$ cat src/common/chan_pkg.sv
/*
 Package for the serial channel support block: register offsets, reset
 values, field positions and carrier structs.
 Assumes a single 250 MHz hclk domain and an AHB-Lite register bus.
*/
`default_nettype none
package chan_pkg;
	// ==========================================================
	// Register byte offsets
	localparam logic [7:0] OFF_TC0      = 8'h00; // Rate gen zero constant
	localparam logic [7:0] OFF_TC1      = 8'h04; // Rate gen one constant
	localparam logic [7:0] OFF_CLKCTL   = 8'h08; // Prescalers, loop, test
	localparam logic [7:0] OFF_IRQCTL   = 8'h0C; // Master/group enables, vector
	localparam logic [7:0] OFF_IRQSTAT  = 8'h10; // Pending/in service, write 1 clr
	localparam logic [7:0] OFF_SUBEN    = 8'h14; // Sub-source enables
	localparam logic [7:0] OFF_FIFOLVL  = 8'h18; // Rx/Tx levels (rx_irq_ctrl, tx_irq_ctrl)
	localparam logic [7:0] OFF_IOEDGE   = 8'h1C; // Pin edge select and enable
	localparam logic [7:0] OFF_BUSSETUP = 8'h20; // bus_setup_reg readback
	localparam logic [7:0] OFF_POINTER  = 8'h24; // pointer_reg
	localparam logic [7:0] OFF_HWCFG    = 8'h28; // hardware_config_reg
	localparam logic [7:0] OFF_DATA     = 8'h2C; // rx_data_reg / tx_data_reg
	// ==========================================================
	// Reset values
	localparam logic [15:0] RST_TC     = 16'h0000;
	localparam logic [31:0] RST_WORD   = 32'h0000_0000;
	localparam logic [4:0]  RST_PRE    = 5'h00;
	// ==========================================================
	// Field positions
	localparam int CLK_PRE0_LSB = 0;  // 2 bits: /4 /8 /16 /32
	localparam int CLK_PRE1_LSB = 2;
	localparam int CLK_REF_LSB  = 4;  // 2 bits: x8 x16 x32
	localparam int CLK_LOOP_BIT = 6;
	localparam int CLK_ECHO_BIT = 7;
	localparam int IRQ_MIE_BIT  = 0;
	localparam int IRQ_EN_LSB   = 1;  // 6 bits group enables
	localparam int IRQ_VEC_LSB  = 8;  // 8 bits vector
	localparam int IRQ_VIS_BIT  = 16; // Vector includes status
	localparam int BUS_SHIFT_BIT = 0;
	localparam int HW_RX_DMA_ACK_N_BIT = 0;
	localparam int HW_TX_DMA_ACK_N_BIT = 1;
	localparam int NUM_GROUPS   = 6;
	// Group indices, highest priority first
	localparam int G_RXS = 0;
	localparam int G_RXD = 1;
	localparam int G_TXS = 2;
	localparam int G_TXD = 3;
	localparam int G_IOS = 4;
	localparam int G_DEV = 5;
	// ==========================================================
	// Recovery loop counts
	localparam logic [5:0] REF_X8  = 6'd8;
	localparam logic [5:0] REF_X16 = 6'd16;
	localparam logic [5:0] REF_X32 = 6'd32;
	// ==========================================================
	// Carriers
	typedef struct packed {
		logic [5:0] rx_status;  // Hunt exit, idle, break, cv/eof, parity, overrun
		logic [5:0] tx_status;  // Preamble, idle, abort, eof, crc, underrun
		logic       cnt_fifo_ovf;
	} chan_events_t;
	typedef struct packed {
		logic [5:0] rx_fill;
		logic [5:0] tx_empty;
	} fifo_levels_t;
	typedef struct packed {
		logic rx_clock_pin;
		logic tx_clock_pin;
		logic carrier_detect_pin;
		logic clear_to_send_pin;
	} pins_t;
endpackage
`default_nettype wire

$ cat src/logic/chan_support.sv
/*
 Channel support block: two rate generators, clock recovery loop,
 prescalers, test paths, prioritized interrupt with daisy chain and
 vector, DMA requests and fly-by strobes, bus setup and pointer access.
 Assumes a single hclk domain; pins are asynchronous and synchronised here.
*/
// Added by the designer: register access over AHB-Lite and the register offsets.
`default_nettype none
// Notes on behaviour
// - Rate generators: 16-bit counter, reload, toggle points
// - New constant takes effect at next reload
// - Output equals input over constant plus one
// - Recovery loop from x8/x16/x32 reference
// - Transitions adjust the next counting cycle
// - Two 5-bit prescalers divide by 4..32
// - Loopback and echo test paths
// - Vector with three bits giving type
// - Request needs pending, enables, master enable
// - Interrupt only while chain_in high
// - In service blocks lower and chain_out
// - In service set only when unblocked acknowledge
// - Fixed priority from receive status down
// - Six receive and six transmit status causes
// - Data interrupts from FIFO level thresholds
// - Six pin edges, selectable edge, enable
// - Four device status causes enabled separately
// - DMA requests follow FIFO levels
// - Acknowledges act as dedicated FIFO strobes
// - First write after reset sets bus setup
// - Multiplexed address latch, shift, data select
// - Pointer cleared after access, data keeps it
module chan_support
	import chan_pkg::*;
(
	input  wire logic                  hclk,
	input  wire logic                  hresetn,
	input  wire logic                  hsel,
	input  wire logic [31:0]           haddr,
	input  wire logic [1:0]            htrans,
	input  wire logic                  hwrite,
	input  wire logic [2:0]            hsize,
	input  wire logic [31:0]           hwdata,
	input  wire logic                  hready,
	output logic                       hreadyout,
	output logic                       hresp,
	output logic [31:0]                hrdata,
	input  wire logic                  mux_bus,
	input  wire logic                  addr_strobe_n,
	input  wire logic [7:0]            ad_bus,
	input  wire logic                  data_or_command_sel,
	input  wire chan_pkg::pins_t       pins_in,
	input  wire logic                  serial_in,
	input  wire logic                  ref_clk_in,
	input  wire logic                  tx_serial,
	output logic                       rx_serial,
	output logic                       serial_out,
	input  wire chan_pkg::chan_events_t events_in,
	input  wire chan_pkg::fifo_levels_t levels_in,
	output logic                       rate_out0,
	output logic                       rate_out1,
	output logic                       pre_out0,
	output logic                       pre_out1,
	output logic                       rec_clk,
	input  wire logic                  chain_in,
	output logic                       chain_out,
	output logic                       irq_out_n,
	input  wire logic                  int_ack,
	output logic [7:0]                 vector_out,
	output logic                       vector_valid,
	output logic                       rx_dma_request_n,
	output logic                       tx_dma_request_n,
	input  wire logic                  rx_dma_ack_n,
	input  wire logic                  tx_dma_ack_n,
	output logic                       fifo_rd_strobe,
	output logic                       fifo_wr_strobe,
	output logic [4:0]                 reg_sel,
	output logic                       reg_sel_valid
);
	import chan_pkg::*;

	// ==========================================================
	// Helpers
	// Divide select to terminal count of a 5-bit prescaler
	function automatic logic [4:0] pre_term(input logic [1:0] s);
		pre_term = 5'((6'd4 << s) - 6'd1);
	endfunction
	// Rising edge of a synchronised level
	function automatic logic rise(input logic now, input logic old);
		rise = now & ~old;
	endfunction

	// ==========================================================
	// Pin synchronisers (two flops before any logic)
	localparam int NSYNC = 9;
	logic [NSYNC-1:0] s1_q, s2_q, s3_q; // Stage one, stage two, history
	logic [NSYNC-1:0] raw;
	assign raw = {ref_clk_in, serial_in, rx_dma_ack_n, tx_dma_ack_n, addr_strobe_n,
		pins_in.rx_clock_pin, pins_in.tx_clock_pin,
		pins_in.carrier_detect_pin, pins_in.clear_to_send_pin};
	// Two flop chain then an edge history
	always_ff @(posedge hclk or negedge hresetn) begin
		if (!hresetn) begin
			s1_q <= '0;
			s2_q <= '0;
			s3_q <= '0;
		end else begin
			s1_q <= raw;
			s2_q <= s1_q;
			s3_q <= s2_q;
		end
	end
	logic ref_tick, rx_dma_ack_n_fall, tx_dma_ack_n_fall, as_fall;
	assign ref_tick   = rise(s2_q[8], s3_q[8]);
	assign rx_dma_ack_n_fall = rise(s3_q[6], s2_q[6]);
	assign tx_dma_ack_n_fall = rise(s3_q[5], s2_q[5]);
	assign as_fall    = rise(s3_q[4], s2_q[4]);

	// ==========================================================
	// Register file
	logic [15:0] tc0_q, tc1_q;          // Time constants
	logic [31:0] clkctl_q, irqctl_q, suben_q, ioedge_q, hwcfg_q;
	logic [7:0]  fifolvl_rx_q, fifolvl_tx_q;
	logic [7:0]  bussetup_q;
	logic        setup_done_q;          // First write consumed
	logic [4:0]  pointer_q;
	logic [5:0]  pend_q, ius_q;
	// Address phase capture
	logic        ph_q, ph_wr_q;
	logic [7:0]  ph_addr_q;
	logic        take;
	assign take = hsel & hready & htrans[1];
	always_ff @(posedge hclk or negedge hresetn) begin
		if (!hresetn) begin
			ph_q      <= 1'b0;
			ph_wr_q   <= 1'b0;
			ph_addr_q <= '0;
		end else begin
			ph_q      <= take;
			ph_wr_q   <= take & hwrite;
			ph_addr_q <= take ? haddr[7:0] : ph_addr_q;
		end
	end
	logic wr_en, rd_en;
	assign wr_en = ph_q & ph_wr_q;
	assign rd_en = ph_q & ~ph_wr_q;
	assign hreadyout = 1'b1;
	assign hresp     = 1'b0;
	// Setup write goes to bus_setup_reg whatever the address
	logic reg_wr;
	assign reg_wr = wr_en & setup_done_q;
	always_ff @(posedge hclk or negedge hresetn) begin
		if (!hresetn) begin
			setup_done_q <= 1'b0;
			bussetup_q   <= '0;
		end else if (wr_en && !setup_done_q) begin
			setup_done_q <= 1'b1;
			bussetup_q   <= hwdata[7:0];
		end
	end
	// Configuration writes, only after setup
	always_ff @(posedge hclk or negedge hresetn) begin
		if (!hresetn) begin
			tc0_q <= RST_TC;
			tc1_q <= RST_TC;
			clkctl_q <= RST_WORD;
			irqctl_q <= RST_WORD;
			suben_q  <= RST_WORD;
			ioedge_q <= RST_WORD;
			hwcfg_q  <= RST_WORD;
			fifolvl_rx_q <= '0;
			fifolvl_tx_q <= '0;
		end else if (reg_wr) begin
			case (ph_addr_q)
				OFF_TC0:    tc0_q <= hwdata[15:0];   // Accepted any time after setup
				OFF_TC1:    tc1_q <= hwdata[15:0];
				OFF_CLKCTL: clkctl_q <= hwdata;
				OFF_IRQCTL: irqctl_q <= hwdata;
				OFF_SUBEN:  suben_q  <= hwdata;
				OFF_IOEDGE: ioedge_q <= hwdata;
				OFF_HWCFG:  hwcfg_q  <= hwdata;
				OFF_FIFOLVL: begin
					fifolvl_rx_q <= hwdata[7:0];
					fifolvl_tx_q <= hwdata[15:8];
				end
				default: ;                           // Others ignored
			endcase
		end
	end
	// Pointer: written, then cleared by the next access to a register other than pointer or data
	logic mux_cycle;
	assign mux_cycle = mux_bus & as_fall & setup_done_q;
	always_ff @(posedge hclk or negedge hresetn) begin
		if (!hresetn) begin
			pointer_q <= '0;
		end else if (reg_wr && ph_addr_q == OFF_POINTER) begin
			pointer_q <= hwdata[4:0];
		end else if (ph_q && setup_done_q && ph_addr_q != OFF_POINTER
			&& ph_addr_q != OFF_DATA && !data_or_command_sel) begin
			pointer_q <= '0;
		end
	end
	// Selected channel register: pointer or latched mux address
	always_ff @(posedge hclk or negedge hresetn) begin
		if (!hresetn) begin
			reg_sel       <= '0;
			reg_sel_valid <= 1'b0;
		end else if (mux_cycle) begin
			// Data select overrides the latched address
			reg_sel <= data_or_command_sel ? 5'h18 :
				(bussetup_q[BUS_SHIFT_BIT] ? ad_bus[7:3] : ad_bus[6:2]);
			reg_sel_valid <= 1'b1;
		end else if (ph_q && setup_done_q && !mux_bus) begin
			reg_sel <= data_or_command_sel ? 5'h18 : pointer_q;
			reg_sel_valid <= 1'b1;
		end else begin
			reg_sel_valid <= 1'b0;
		end
	end

	// ==========================================================
	// Rate generators
	logic [15:0] cnt0_q, cnt1_q;
	logic [15:0] ld0_q, ld1_q;           // Constant in use until reload
	logic        zero0, zero1;
	assign zero0 = (cnt0_q == 16'h0000);
	assign zero1 = (cnt1_q == 16'h0000);
	// Down count, reload, toggle at half and zero
	always_ff @(posedge hclk or negedge hresetn) begin
		if (!hresetn) begin
			cnt0_q <= RST_TC; cnt1_q <= RST_TC;
			ld0_q  <= RST_TC; ld1_q  <= RST_TC;
			rate_out0 <= 1'b0; rate_out1 <= 1'b0;
		end else begin
			cnt0_q <= zero0 ? tc0_q : cnt0_q - 16'h0001;
			ld0_q  <= zero0 ? tc0_q : ld0_q;
			cnt1_q <= zero1 ? tc1_q : cnt1_q - 16'h0001;
			ld1_q  <= zero1 ? tc1_q : ld1_q;
			// Period is constant plus one input clocks
			if (zero0 || (cnt0_q == (ld0_q >> 1) && ld0_q != 16'h0000)) begin
				rate_out0 <= ~rate_out0;
			end
			if (zero1 || (cnt1_q == (ld1_q >> 1) && ld1_q != 16'h0000)) begin
				rate_out1 <= ~rate_out1;
			end
		end
	end

	// ==========================================================
	// Prescalers
	logic [4:0] pre0_q, pre1_q;
	always_ff @(posedge hclk or negedge hresetn) begin
		if (!hresetn) begin
			pre0_q <= RST_PRE; pre1_q <= RST_PRE;
			pre_out0 <= 1'b0; pre_out1 <= 1'b0;
		end else begin
			pre0_q <= (pre0_q >= pre_term(clkctl_q[CLK_PRE0_LSB +: 2])) ? RST_PRE
				: pre0_q + 5'd1;
			pre1_q <= (pre1_q >= pre_term(clkctl_q[CLK_PRE1_LSB +: 2])) ? RST_PRE
				: pre1_q + 5'd1;
			// Three-bit index so divide by 32 reaches bit four
			pre_out0 <= pre0_q[3'(clkctl_q[CLK_PRE0_LSB +: 2]) + 3'd1];
			pre_out1 <= pre1_q[3'(clkctl_q[CLK_PRE1_LSB +: 2]) + 3'd1];
		end
	end

	// ==========================================================
	// Clock recovery loop on reference ticks
	logic [5:0] dp_cnt_q, nominal;
	logic       dp_adj_q, dp_dir_q, data_prev_q, sync_q, sync_ev;
	always_comb begin
		case (clkctl_q[CLK_REF_LSB +: 2])
			2'd0:    nominal = REF_X8;
			2'd1:    nominal = REF_X16;
			default: nominal = REF_X32;
		endcase
	end
	// Transition seen: remember, apply in following cycle
	always_ff @(posedge hclk or negedge hresetn) begin
		if (!hresetn) begin
			dp_cnt_q <= '0; dp_adj_q <= 1'b0; dp_dir_q <= 1'b0;
			data_prev_q <= 1'b0; rec_clk <= 1'b0; sync_q <= 1'b0;
		end else if (ref_tick) begin
			data_prev_q <= s2_q[7];
			if (s2_q[7] != data_prev_q) begin
				dp_adj_q <= 1'b1;
				dp_dir_q <= (dp_cnt_q < (nominal >> 1)); // Late or early edge
				sync_q   <= 1'b1;
			end
			if (dp_cnt_q >= nominal - 6'd1) begin
				// Next cycle shortened or lengthened by one
				dp_cnt_q <= dp_adj_q ? (dp_dir_q ? 6'd1 : 6'd63) : 6'd0;
				dp_adj_q <= 1'b0;
			end else begin
				dp_cnt_q <= dp_cnt_q + 6'd1;
			end
			rec_clk <= (dp_cnt_q < (nominal >> 1));
		end
	end
	logic sync_prev_q;
	always_ff @(posedge hclk or negedge hresetn) begin
		if (!hresetn) sync_prev_q <= 1'b0;
		else sync_prev_q <= sync_q;
	end
	assign sync_ev = sync_q & ~sync_prev_q;

	// ==========================================================
	// Test paths
	assign rx_serial  = clkctl_q[CLK_LOOP_BIT] ? tx_serial : s2_q[7];
	assign serial_out = clkctl_q[CLK_ECHO_BIT] ? s2_q[7] : tx_serial;

	// ==========================================================
	// Interrupt groups
	logic [5:0] io_now, io_old, io_hit;
	logic       rxd_lvl, txd_lvl;
	logic       rx_req_old_q, tx_req_old_q; // Request history for edges
	assign rxd_lvl = levels_in.rx_fill > fifolvl_rx_q[5:0];
	assign txd_lvl = levels_in.tx_empty < fifolvl_tx_q[5:0];
	assign io_now = {s2_q[3], s2_q[2], rx_dma_request_n, tx_dma_request_n,
		s2_q[1], s2_q[0]};
	assign io_old = {s3_q[3], s3_q[2], rx_req_old_q, tx_req_old_q, s3_q[1], s3_q[0]};
	always_ff @(posedge hclk or negedge hresetn) begin
		if (!hresetn) begin
			rx_req_old_q <= 1'b1; tx_req_old_q <= 1'b1;
		end else begin
			rx_req_old_q <= rx_dma_request_n; tx_req_old_q <= tx_dma_request_n;
		end
	end
	// Per pin: enable, rising, falling
	always_comb begin
		for (int i = 0; i < 6; i++) begin
			io_hit[i] = ioedge_q[i] & ((ioedge_q[8+i] & io_now[i] & ~io_old[i])
				| (ioedge_q[16+i] & ~io_now[i] & io_old[i]));
		end
	end
	logic [5:0] cause;
	assign cause[G_RXS] = |(events_in.rx_status & suben_q[5:0]);
	assign cause[G_RXD] = rxd_lvl;
	assign cause[G_TXS] = |(events_in.tx_status & suben_q[13:8]);
	assign cause[G_TXD] = txd_lvl;
	assign cause[G_IOS] = |io_hit;
	assign cause[G_DEV] = |({events_in.cnt_fifo_ovf, sync_ev, zero1, zero0}
		& suben_q[19:16]);
	// Internal chain: requests and in service of higher groups block lower
	logic [5:0] req, blk;
	logic       channel_master_enable, any_req, ack_grant;
	logic [2:0] win;
	assign channel_master_enable = irqctl_q[IRQ_MIE_BIT];
	always_comb begin
		blk = '0;
		req = '0;
		win = 3'd0;
		for (int g = 0; g < NUM_GROUPS; g++) begin
			req[g] = pend_q[g] & irqctl_q[IRQ_EN_LSB+g] & channel_master_enable & ~blk[g];
			if (g < NUM_GROUPS-1) blk[g+1] = blk[g] | ius_q[g] | req[g];
		end
		for (int g = NUM_GROUPS-1; g >= 0; g--) begin
			if (req[g]) win = 3'(g);
		end
	end
	assign any_req   = |req;
	assign ack_grant = int_ack & chain_in & any_req;
	assign irq_out_n = ~(any_req & chain_in);
	assign chain_out = chain_in & ~(|ius_q) & ~any_req;
	// Pending set wins over software clear; in service on granted ack
	logic [5:0] clr;
	assign clr = (reg_wr && ph_addr_q == OFF_IRQSTAT) ? hwdata[5:0] : 6'h00;
	always_ff @(posedge hclk or negedge hresetn) begin
		if (!hresetn) begin
			pend_q <= '0; ius_q <= '0;
		end else begin
			pend_q <= (pend_q & ~clr) | cause;
			for (int g = 0; g < NUM_GROUPS; g++) begin
				if (ack_grant && win == 3'(g)) ius_q[g] <= 1'b1;
				else if (reg_wr && ph_addr_q == OFF_IRQSTAT && hwdata[8+g])
					ius_q[g] <= 1'b0;
			end
		end
	end
	// Vector with three type bits replaced
	always_ff @(posedge hclk or negedge hresetn) begin
		if (!hresetn) begin
			vector_out <= '0; vector_valid <= 1'b0;
		end else begin
			vector_valid <= ack_grant;
			if (ack_grant) begin
				vector_out <= irqctl_q[IRQ_VIS_BIT] ?
					{irqctl_q[IRQ_VEC_LSB+4 +: 4], win, irqctl_q[IRQ_VEC_LSB]} :
					irqctl_q[IRQ_VEC_LSB +: 8];
			end
		end
	end

	// ==========================================================
	// DMA
	assign rx_dma_request_n = ~rxd_lvl;
	assign tx_dma_request_n = ~txd_lvl;
	// Fly-by acknowledge needs no select
	assign fifo_rd_strobe = hwcfg_q[HW_RX_DMA_ACK_N_BIT] & rx_dma_ack_n_fall;
	assign fifo_wr_strobe = hwcfg_q[HW_TX_DMA_ACK_N_BIT] & tx_dma_ack_n_fall;

	// ==========================================================
	// Read mux
	always_ff @(posedge hclk or negedge hresetn) begin
		if (!hresetn) begin
			hrdata <= RST_WORD;
		end else if (take && !hwrite) begin
			case (haddr[7:0])
				OFF_TC0:      hrdata <= {cnt0_q, tc0_q};
				OFF_TC1:      hrdata <= {cnt1_q, tc1_q};
				OFF_CLKCTL:   hrdata <= clkctl_q;
				OFF_IRQCTL:   hrdata <= irqctl_q;
				OFF_IRQSTAT:  hrdata <= {16'h0000, 2'b00, ius_q, 2'b00, pend_q};
				OFF_SUBEN:    hrdata <= suben_q;
				OFF_FIFOLVL:  hrdata <= {16'h0000, fifolvl_tx_q, fifolvl_rx_q};
				OFF_IOEDGE:   hrdata <= ioedge_q;
				OFF_BUSSETUP: hrdata <= {23'h0, setup_done_q, bussetup_q};
				OFF_POINTER:  hrdata <= {27'h0, pointer_q};
				OFF_HWCFG:    hrdata <= hwcfg_q;
				default:      hrdata <= RST_WORD;
			endcase
		end
	end
endmodule
`default_nettype wire

$ cat config.mk
export PLATFORM = sky130hd
export DESIGN_NAME = chan_support
export DESIGN_NICKNAME = d
export VERILOG_FILES = /design/src/common/chan_pkg.sv /design/src/logic/chan_support.sv
export SDC_FILE = /design/constraint.sdc
export NUM_CORES = 1
export LEC_CHECK = 0
export BUFFER_PORTS_ARGS = -buffer_cell sky130_fd_sc_hd__buf_2
export CAP_MARGIN = 20
export CORE_AREA = 2 2 235 191
export CTS_CLUSTER_SIZE = 10
export DETAILED_ROUTE_END_ITERATION = 16
export DIE_AREA = 0 0 237 193
export GPL_ROUTABILITY_DRIVEN = 0
export GPL_TIMING_DRIVEN = 0
export PLACE_DENSITY = 0.73
export SYNTH_ARGS = -nofsm -noshare
export SYNTH_HDL_FRONTEND = slang
export SYNTH_SLANG_ARGS = --single-unit
$ cat constraint.sdc
create_clock -name hclk -period 2.5 [get_ports hclk]
set_clock_uncertainty 0.15 [all_clocks]
set_input_delay 0.5 -clock hclk [delete_from_list [all_inputs] [get_ports hclk]]
set_output_delay 0.5 -clock hclk [all_outputs]
set_load 0.05 [all_outputs]
# ---- After elaboration in Yosys (flattened, before gate mapping)
# Cells that the tools add are included.
dict set report word_totals {
  elab_cells 321
  out_inout_bits 62
  reg_bits 410
  inputBits 121
}
dict set report op_classes {
  order_cmp 8
  n_mux 46
  shift 2
  eq_ne 30
  bitwise_logic 114
  add_sub_neg 10
  n_reduce_logical 62
}
# op count
set op_table {}
lappend op_table {{$pmux W32 S11} 1}
lappend op_table {{$and A1 B1 Y1} 66}
lappend op_table {{$eq A8 B5 Y1 const B} 8}
lappend op_table {{$mux W5} 9}
lappend op_table {{$eq A8 B6 Y1 const B} 5}
lappend op_table {{$eq A16 B15 Y1} 2}
lappend op_table {{$eq A8 B4 Y1 const B} 4}
lappend op_table {{$logic_not A16 Y1} 2}
lappend op_table {{$mux W16} 2}
lappend op_table {{$reduce_bool A16 Y1} 2}
lappend op_table {{$sub A16 B1 Y16 const B} 2}
lappend op_table {{$reduce_or A6 Y1} 5}
lappend op_table {{$not A1 Y1} 27}
lappend op_table {{$mux W6} 4}
lappend op_table {{$logic_and A1 B1 Y1} 23}
lappend op_table {{$mux W1} 20}
lappend op_table {{$reduce_and A2 Y1} 10}
lappend op_table {{$and A6 B6 Y6} 3}
lappend op_table {{$mux W3} 6}
lappend op_table {{$reduce_bool A2 Y1} 9}
lappend op_table {{$eq A8 B3 Y1 const B} 2}
lappend op_table {{$logic_not A8 Y1} 2}
lappend op_table {{$ne A8 B6 Y1 const B} 2}
lappend op_table {{$or A1 B1 Y1} 15}
lappend op_table {{28 further kinds} 41}

# ---- Longest topological paths before layout
# Gate-level depths: netlist of the first run.
dict set report logic_depth {
  depth_word 26
  ltp_mapped 9
  ltp_nobuf 8
}

# ---- Worst setup path before layout of the first run
# Ideal clock, no wire load.
dict set report synth_timing {
  path_kind {flip-flop to output port}
  start {register ius_q[0]}
  end {output chain_out}
  setup_slack_ns -0.211
  arrival_ns 2.061
  path_stages_with_launch 6
  path_buffers 0
  t_required_ns 1.850
  path_cell_list {dfrtp_1 -> nand3b_1 -> nand2_1 -> o21ai_0 -> nand2_1 -> nor3_1}
}
dict set report synth_between {
  elab_chain_cells 18
  elab_cells_between_ends 25
  cone_classes {bitwise: 23; reduce/logical: 2}
}
# element line
set synth_lines {}
lappend synth_lines {{from (decl)} chan_support.sv:126} ;# logic [5:0] pend_q, ius_q;
lappend synth_lines {{from (signal assigned)} chan_support.sv:369} ;# pend_q <= '0; ius_q <= '0;
lappend synth_lines {{from (signal, indexed assignment)} chan_support.sv:373} ;# if (ack_grant && win == 3'(g)) ius_q[g] <= 1'b1;
lappend synth_lines {{from (signal, indexed assignment)} chan_support.sv:375} ;# ius_q[g] <= 1'b0;
lappend synth_lines {{$or A1 B1 Y1} chan_support.sv:354} ;# if (g < NUM_GROUPS-1) blk[g+1] = blk[g] | ius_q[g] | req[g];
lappend synth_lines {{$not A1 Y1} chan_support.sv:353} ;# req[g] = pend_q[g] & irqctl_q[IRQ_EN_LSB+g] & channel_master_enable & ~blk[g];
lappend synth_lines {{$and A1 B1 Y1} chan_support.sv:353}
lappend synth_lines {{$or A1 B1 Y1} chan_support.sv:354}
lappend synth_lines {{$not A1 Y1} chan_support.sv:353}
lappend synth_lines {{$and A1 B1 Y1} chan_support.sv:353}
lappend synth_lines {{$or A1 B1 Y1} chan_support.sv:354}
lappend synth_lines {{$not A1 Y1} chan_support.sv:353}
lappend synth_lines {{[... 2 more ...]} -}
lappend synth_lines {{$not A1 Y1} chan_support.sv:353}
lappend synth_lines {{$and A1 B1 Y1} chan_support.sv:353}
lappend synth_lines {{$or A1 B1 Y1} chan_support.sv:354}
lappend synth_lines {{$not A1 Y1} chan_support.sv:353}
lappend synth_lines {{$and A1 B1 Y1} chan_support.sv:353}
lappend synth_lines {{$reduce_or A6 Y1} chan_support.sv:360} ;# assign any_req = |req;
lappend synth_lines {{$not A1 Y1} chan_support.sv:363} ;# assign chain_out = chain_in & ~(|ius_q) & ~any_req;
lappend synth_lines {{$and A1 B1 Y1 (*)} chan_support.sv:363}
lappend synth_lines {{to (decl)} chan_support.sv:65} ;# output logic chain_out,
# Mark *: on every way between the ends. The rest lies on a longest branch, timed or not.

# ---- Worst setup path in the final report of the first run
dict set report layout_timing {
  start {register fifolvl_rx_q[5]}
  end {output rx_dma_request_n}
}
dict set report layout_between {
  elab_chain_cells 2
}
# element line
set layout_lines {}
lappend layout_lines {{from (decl)} chan_support.sv:122} ;# logic [7:0] fifolvl_rx_q, fifolvl_tx_q;
lappend layout_lines {{from (signal assigned)} chan_support.sv:182} ;# fifolvl_rx_q <= hwdata[7:0];
lappend layout_lines {{$gt A6 B6 Y1} chan_support.sv:316} ;# assign rxd_lvl = levels_in.rx_fill > fifolvl_rx_q[5:0];
lappend layout_lines {{$not A1 Y1} chan_support.sv:395} ;# assign rx_dma_request_n = ~rxd_lvl;
lappend layout_lines {{to (decl)} chan_support.sv:70} ;# output logic rx_dma_request_n,
# Every way passes these cells.

==> results of run 1 <==
-- cells by family after synthesis --
family | share of synthesized area
buf+inv | 0.0268
flops | 0.531
other cells | 0.000390
fa+ha+maj | 0.0219
simple gates | 0.115
compound gates | 0.116
mux | 0.161
xor+xnor | 0.0273
-- area by class of cell --
type / instances / area share
diodes: 5 / 0.000541
plain buffers: 93 / 0.0193
clock buffers: 64 / 0.0559
clock inverters: 5 / 0.00357
inverters: 31 / 0.00514
multi-input cells: 1147 / 0.387
flip-flops and latches: 409 / 0.443
well taps: 568 / 0.0307
repair buffers: 199 / 0.0546
-- per-stage QoR --
step	utilization	instances	total power, mW	area, sq um
6_report	0.530	2521	17.6	23100
5_1_grt	0.530	2517	18.2	23100
4_1_cts	0.523	2499	17.4	22800
3_5_place_dp	0.477	2397	10.9	20800
3_3_place_gp	0.475	2394	10.8	20700
2_1_floorplan	-	1681	9.81	19300
-- worst reg2reg max path, cell delays in order, from the launching register on --
cell	delay [ns]
dfrtp_1	0.37
or2_2	0.37
nor3_2	0.32
nand2_1	0.36
buf_1	0.43
mux2_2	0.38
-- routing by layer --
metal	global-route usage	share of wire
met3	0.0699	0.12
met4	0.131	0.050
met5	0	0.00089
met2	0.415	0.43
met1	0.381	0.41
-- Yosys cell counts (4+ instances only) --
| master | number |
|---|---|
| xnor2_1 | 34 |
| o31ai_1 | 4 |
| a21oi_1 | 23 |
| a22o_1 | 29 |
| or3_1 | 10 |
| nor2b_1 | 14 |
| mux2i_1 | 27 |
| ha_1 | 33 |
| a22oi_1 | 62 |
| a2111oi_0 | 5 |
| xor2_1 | 26 |
| nand4_1 | 13 |
| buf_2 | 26 |
| nand2b_1 | 7 |
| nor2_1 | 82 |
| nor3b_1 | 5 |
| clkbuf_1 | 57 |
| a21o_1 | 14 |
| or2_2 | 6 |
| nand3_1 | 30 |
| nand3b_1 | 10 |
| a32o_1 | 4 |
| o22ai_1 | 22 |
| buf_1 | 8 |
| o2bb2ai_1 | 7 |
| nor4b_2 | 5 |
| inv_1 | 31 |
| nand2_1 | 209 |
| nor4_1 | 18 |
| dfrtp_1 | 407 |
| a211oi_1 | 17 |
| o21ai_0 | 70 |
| nor3_1 | 24 |
| mux2_2 | 246 |
| a311oi_1 | 5 |
| a222oi_1 | 11 |
| a32oi_1 | 7 |
-- flip-flops by register name (all words and copies together), names as in the netlist, 9 cells and up --
signal    cells
clkctl_q     32
hrdata       32
hwcfg_q      32
ioedge_q     32
irqctl_q     32
suben_q      32
cnt0_q       16
cnt1_q       16
ld0_q        16
ld1_q        16
tc0_q        16
tc1_q        16
s1_q          9
s2_q          9
-- cell usage in the layout (no fill, tap or decap), types with 7 or more instances in the layout --
cell           netlist  final
dfrtp_1            407    398
mux2_2             246    246
nand2_1            209    206
buf_2               26    159
nor2_1              82     76
o21ai_0             70     66
a22oi_1             62     61
buf_4                2     50
clkbuf_1            57     49
clkbuf_16            0     48
xnor2_1             34     34
a22o_1              29     29
mux2i_1             27     27
nand3_1             30     27
xor2_1              26     26
inv_1               31     25
ha_1                33     25
clkbuf_2             0     23
o22ai_1             22     22
a21oi_1             23     22
nor3_1              24     19
nor4_1              18     15
a211oi_1            17     14
a21o_1              14     14
nand4_1             13     13
nor2b_1             14     12
a222oi_1            11     11
nand3b_1            10     10
dlygate4sd3_1        0     10
or3_1               10      9
dfrtp_2              0      9
o2bb2ai_1            7      7
a32oi_1              7      7
ha_4                 0      7
-- timing repair --
item,4_1_cts,5_1_grt
gates resized for setup,91,57
setup endpoints to repair,231,287
pin swaps,14,10
hold buffers,10,0
hold endpoints to repair,69,0
buffers inserted,24,18
-- how the worst max path moves through the flow --
| stage | from | to | slack, ns | cells past startpoint |
|---|---|---|---|---|
| global placement | hresetn | s1_q[2] | -7.18 | 1 |
| global route | fifolvl_rx_q[3] | rx_dma_request_n | -0.28 | 7 |
| detailed placement | haddr[4] | hrdata[16] | -1.16 | 8 |
| floorplan | levels_in[10] | rx_dma_request_n | 0.18 | 4 |
| CTS | irqctl_q[2] | chain_out | -0.21 | 6 |
| finish | fifolvl_rx_q[5] | rx_dma_request_n | -0.26 | 7 |
-- power by group --
group | switching (mW) | internal [mW] | total (mW)
logic | 1.88 | 1.28 | 3.16
registers | 0.801 | 7.21 | 8.01
clock network | 2.70 | 3.68 | 6.38
total | 5.38 | 12.2 | 17.6
==> impl_metrics.env, run 1 <==
export IMPL_nets=2083
export IMPL_grtUsageTotal=0.277
export IMPL_layout_drive_gt1_share=0.327
export IMPL_cp_required_ns=1.85
export IMPL_slew_headroom=0.356
export IMPL_cp_end_kind="output pin"
export IMPL_fin_ws_ns=-0.256
export IMPL_viasPerCell=6.18
export IMPL_cpPeakStageDelay_ns=0.37
export IMPL_critPathMaxFanout=3
export IMPL_critPathKind="flop to output pin"
export IMPL_synthDominantCellAreaShare=0.528
export IMPL_regToRegSetupSlack_ns=0.01
export IMPL_post_place_ws_ns=-1.16
export IMPL_ios=183
export IMPL_grt_pass1_wl_um=95400
export IMPL_grt_start_max_net_pins=127
export IMPL_dieArea_sq_um=45700
export IMPL_postRouteAntennaNets=0
export IMPL_num_vias=15600
export IMPL_worstPathCellList="inv_1 -> ha_4 -> o211a_1 -> a211oi_2 -> a211oi_4 -> inv_4 -> buf_8"
export IMPL_hold_ws_ns=0.0457
export IMPL_cts_path_max_buffers=3
export IMPL_fin_setup_tns_ns=-0.921
export IMPL_power_leakage_nw=10.4
export IMPL_violations="negative setup slack"
export IMPL_detail_route_wl_per_cell_um=25.4
export IMPL_hpwl_um=45400
export IMPL_hp_start="hwrite"
export IMPL_setup_viol=6
export IMPL_cts_root_buf="clkbuf_16"
export IMPL_power_density_nw_per_um2=759
export IMPL_synth_area_per_cell_sq_um=11.5
export IMPL_core_area_sq_um=43600
export IMPL_ff_latch_area_sq_um=10200
export IMPL_post_route_period_util=1.10
export IMPL_ys_flop_type="dfrtp_1"
export IMPL_period_needed_ns=2.76
export IMPL_syn_to_final_growth_pct=19.9
export IMPL_hp_class="primary input to flop"
export IMPL_antenna_found_initial=9
export IMPL_grt_setup_unrepaired="true"
export IMPL_syn_num_nets=1835
export IMPL_crit_buf_inv=3
export IMPL_die_width_um=237
export IMPL_hold_path_endpoint="ph_wr_q"
export IMPL_cts_tree="yes"
export IMPL_async_reset_ff_frac=1.00
export IMPL_first_iter_violations=1784
export IMPL_synth_enable_flop_cells=0
export IMPL_critPathSlowestCell="dfrtp_1"
export IMPL_syn_inst=1681
export IMPL_wirelength_um=64000
export IMPL_grt_pass1_vias=15300
export IMPL_clock_latency_ns=0.57
export IMPL_outcome="finished, violations left"
export IMPL_ff2ff_path_depth=5
export IMPL_die_h_um=193
export IMPL_path_delay_family="compound AO/OA/AOI/OAI gates"
export IMPL_multi_input_area_sq_um=8940
export IMPL_worstPathArrival_ns=2.11
export IMPL_reg2reg_from="ph_addr_q[7]"
export IMPL_synth_distinct_cells=78
export IMPL_crit_path_start_kind="flop"
export IMPL_initial_core_util=0.442
export IMPL_port_buffer_count=145
export IMPL_cts_max_level=2
export IMPL_peakVddDrop_v=0.000621
export IMPL_tightest_slew_ns=0.966
export IMPL_cts_sinks=409
export IMPL_ys_ff_latch=409
export IMPL_overflow=0
export IMPL_cap_violations=0
export IMPL_finalHoldViolCount=0
export IMPL_yosys_warnings=0
export IMPL_clk_pin_slew_ns=0.06
export IMPL_num_rows=69
export IMPL_worstReg2RegEnd="suben_q[24]"
export IMPL_drtPass1Iterations=8
export IMPL_maxSlewViolCount=0
export IMPL_syn_area_sq_um=19300
export IMPL_ys_top_cells_by_area="dfrtp_1 (53%), mux2_2 (14%), nand2_1 (4.1%), a22oi_1 (2.4%), ha_1 (2.1%)"
export IMPL_cts_buffers=48
export IMPL_holdPathStages=3
export IMPL_drc=0
export IMPL_yosysSeqAreaShare=0.531
export IMPL_num_fill_cells=3606
export IMPL_max_freq_mhz=363
export IMPL_synth_top_area_cell="dfrtp_1"
(Power assumes the default switching activity.)
==> run 2: changes to the inputs <==
--- a/config.mk
+++ b/config.mk
@@ -13,7 +13,6 @@
 export DIE_AREA = 0 0 237 193
 export GPL_ROUTABILITY_DRIVEN = 0
 export GPL_TIMING_DRIVEN = 0
-export PLACE_DENSITY = 0.73
 export SYNTH_ARGS = -nofsm -noshare
 export SYNTH_HDL_FRONTEND = slang
 export SYNTH_SLANG_ARGS = --single-unit
==> impl_metrics.env, run 2 (same netlist as run 1, synthesis figures left out) <==
export IMPL_tightest_slew_ns=1.00
export IMPL_overflow=0
export IMPL_period_needed_ns=2.81
export IMPL_max_freq_mhz=356
export IMPL_hpwl_um=47900
export IMPL_multi_input_area_sq_um=8960
export IMPL_critPathKind="flop to output pin"
export IMPL_sw_frac_of_total=0.308
export IMPL_cp_end_kind="output pin"
export IMPL_drtPass1Iterations=6
export IMPL_ios=183
export IMPL_cts_max_level=2
export IMPL_utilization=0.532
export IMPL_drc=0
export IMPL_clkPwrFrac=0.356
export IMPL_final_cells=2523
export IMPL_antenna_found_initial=1
export IMPL_dp_cells=2403
export IMPL_pwr_share_comb=0.181
export IMPL_num_fill_cells=3778
export IMPL_viasPerCell=6.11
export IMPL_hp_class="primary input to flop"
export IMPL_cts_buffers=47
export IMPL_final_common_cell="dfrtp_1"
export IMPL_maxSlewViolCount=0
export IMPL_first_iter_violations=1693
export IMPL_num_rows=69
export IMPL_core_area_sq_um=43600
export IMPL_crit_path_start_kind="flop"
export IMPL_grt_pass1_vias=15000
export IMPL_num_vias=15400
export IMPL_switchingPower_mw=5.37
export IMPL_outcome="finished, violations left"
export IMPL_setup_viol=7
export IMPL_post_route_period_util=1.12
export IMPL_die_width_um=237
export IMPL_worstPathArrival_ns=2.16
export IMPL_fin_ws_ns=-0.305
export IMPL_slew_headroom=0.326
export IMPL_nets=2091
export IMPL_detail_route_wl_per_cell_um=26.4
export IMPL_port_buffer_count=145
export IMPL_layout_drive_gt1_share=0.338
export IMPL_finalHoldViolCount=0
export IMPL_die_h_um=193
export IMPL_postRouteAntennaNets=0
export IMPL_grt_pass1_wl_um=98000
export IMPL_peakVddDrop_v=0.000493
export IMPL_wirelength_um=66600
export IMPL_hold_ws_ns=0.0518
export IMPL_power_leakage_nw=10.4
export IMPL_initial_core_util=0.442
export IMPL_grtUsageTotal=0.292
export IMPL_cts_root_buf="clkbuf_16"
export IMPL_power_density_nw_per_um2=751
export IMPL_final_cell_mix="dfrtp_1 (396), mux2_2 (244), nand2_1 (206)"
export IMPL_grt_setup_unrepaired="true"
export IMPL_internal_power_mw=12.1
export IMPL_cts_path_max_buffers=3
export IMPL_cp_required_ns=1.85
export IMPL_violations="negative setup slack"
export IMPL_critPathMaxFanout=3
export IMPL_power_total_mw=17.4
export IMPL_syn_to_final_growth_pct=20.4
export IMPL_clk_pin_slew_ns=0.06
export IMPL_cap_violations=0
export IMPL_clock_latency_ns=0.59
export IMPL_dieArea_sq_um=45700
export IMPL_cts_tree="yes"
export IMPL_cts_sinks=409
export IMPL_seq_power_share=0.463
export IMPL_ff_latch_area_sq_um=10300
export IMPL_grt_start_max_net_pins=94
[run 2: power groups by stage]
stage / clock network [mW] / registers (mW) / logic [mW]
after detailed placement: 0 / 8.08 / 2.93
after floorplan: 0 / 7.94 / 1.88
after global placement: 0 / 8.06 / 2.83
final: 6.20 / 8.06 / 3.16
after CTS: 6.29 / 7.97 / 3.11
after global routing: 6.59 / 8.11 / 3.46
[run 2: per-layer routing]
layer | GRT usage | wire [um] | up-vias
met4 | 0.113 | 2300 | 0
met5 | 0 | 0 | -
met3 | 0.0572 | 6030 | 141
met1 | 0.422 | 29200 | 7868
li1 | - | - | 6639
met2 | 0.435 | 29100 | 774
[run 2: path summary, 6_finish.rpt]
check                           startpoint                to  slack [ns]  cells after the start
max                        fifolvl_rx_q[4]  rx_dma_request_n       -0.31                      7
min                              hwdata[0]         pend_q[0]        0.05                      3
max reg2reg                   setup_done_q       irqctl_q[4]        0.01                      6
min reg2reg                        s1_q[2]           s2_q[2]        0.20                      0
max in group asynchronous          hresetn        hrdata[12]        0.51                      4
min in group asynchronous          hresetn     reg_sel_valid        0.38                      2
[run 2: area by class of cell]
cell class | count | share of cell area
repair buffers | 214 | 0.0607
plain buffers | 87 | 0.0188
clock inverters | 2 | 0.00108
inverters | 31 | 0.00502
well taps | 568 | 0.0306
flip-flops and latches | 409 | 0.442
clock buffers | 63 | 0.0555
diodes | 2 | 0.000216
multi-input cells | 1147 | 0.386
[run 2: what timing repair did]
item / CTS / global route
pin swaps: 10 / 12
gates resized for setup: 108 / 55
setup buffers: 36 / 18
setup endpoints to repair: 251 / 247
hold buffers: 10 / 0
endpoints found under the hold margin: 100 / 0
[run 2: stage by stage]
stage          instance area, sq um  setup slack (ns)  setup TNS (ns)
3_5_place_dp                  20900             -1.07          -69.02
5_1_grt                       23200            -0.319           -1.26
3_3_place_gp                  20700             -7.38        -3074.34
6_report                      23200            -0.305           -1.14
4_1_cts                       22900            -0.264           -2.36
2_1_floorplan                 19300             0.175               0
[run 2: worst max-delay path, cell delays in order, from the launching register on]
cell and delay [ns]:
dfrtp_1 0.37, inv_2 0.06, ha_4 0.28, o211a_1 0.19, a211oi_4 0.05, a211oi_4 0.35, inv_2 0.11, buf_8 0.17
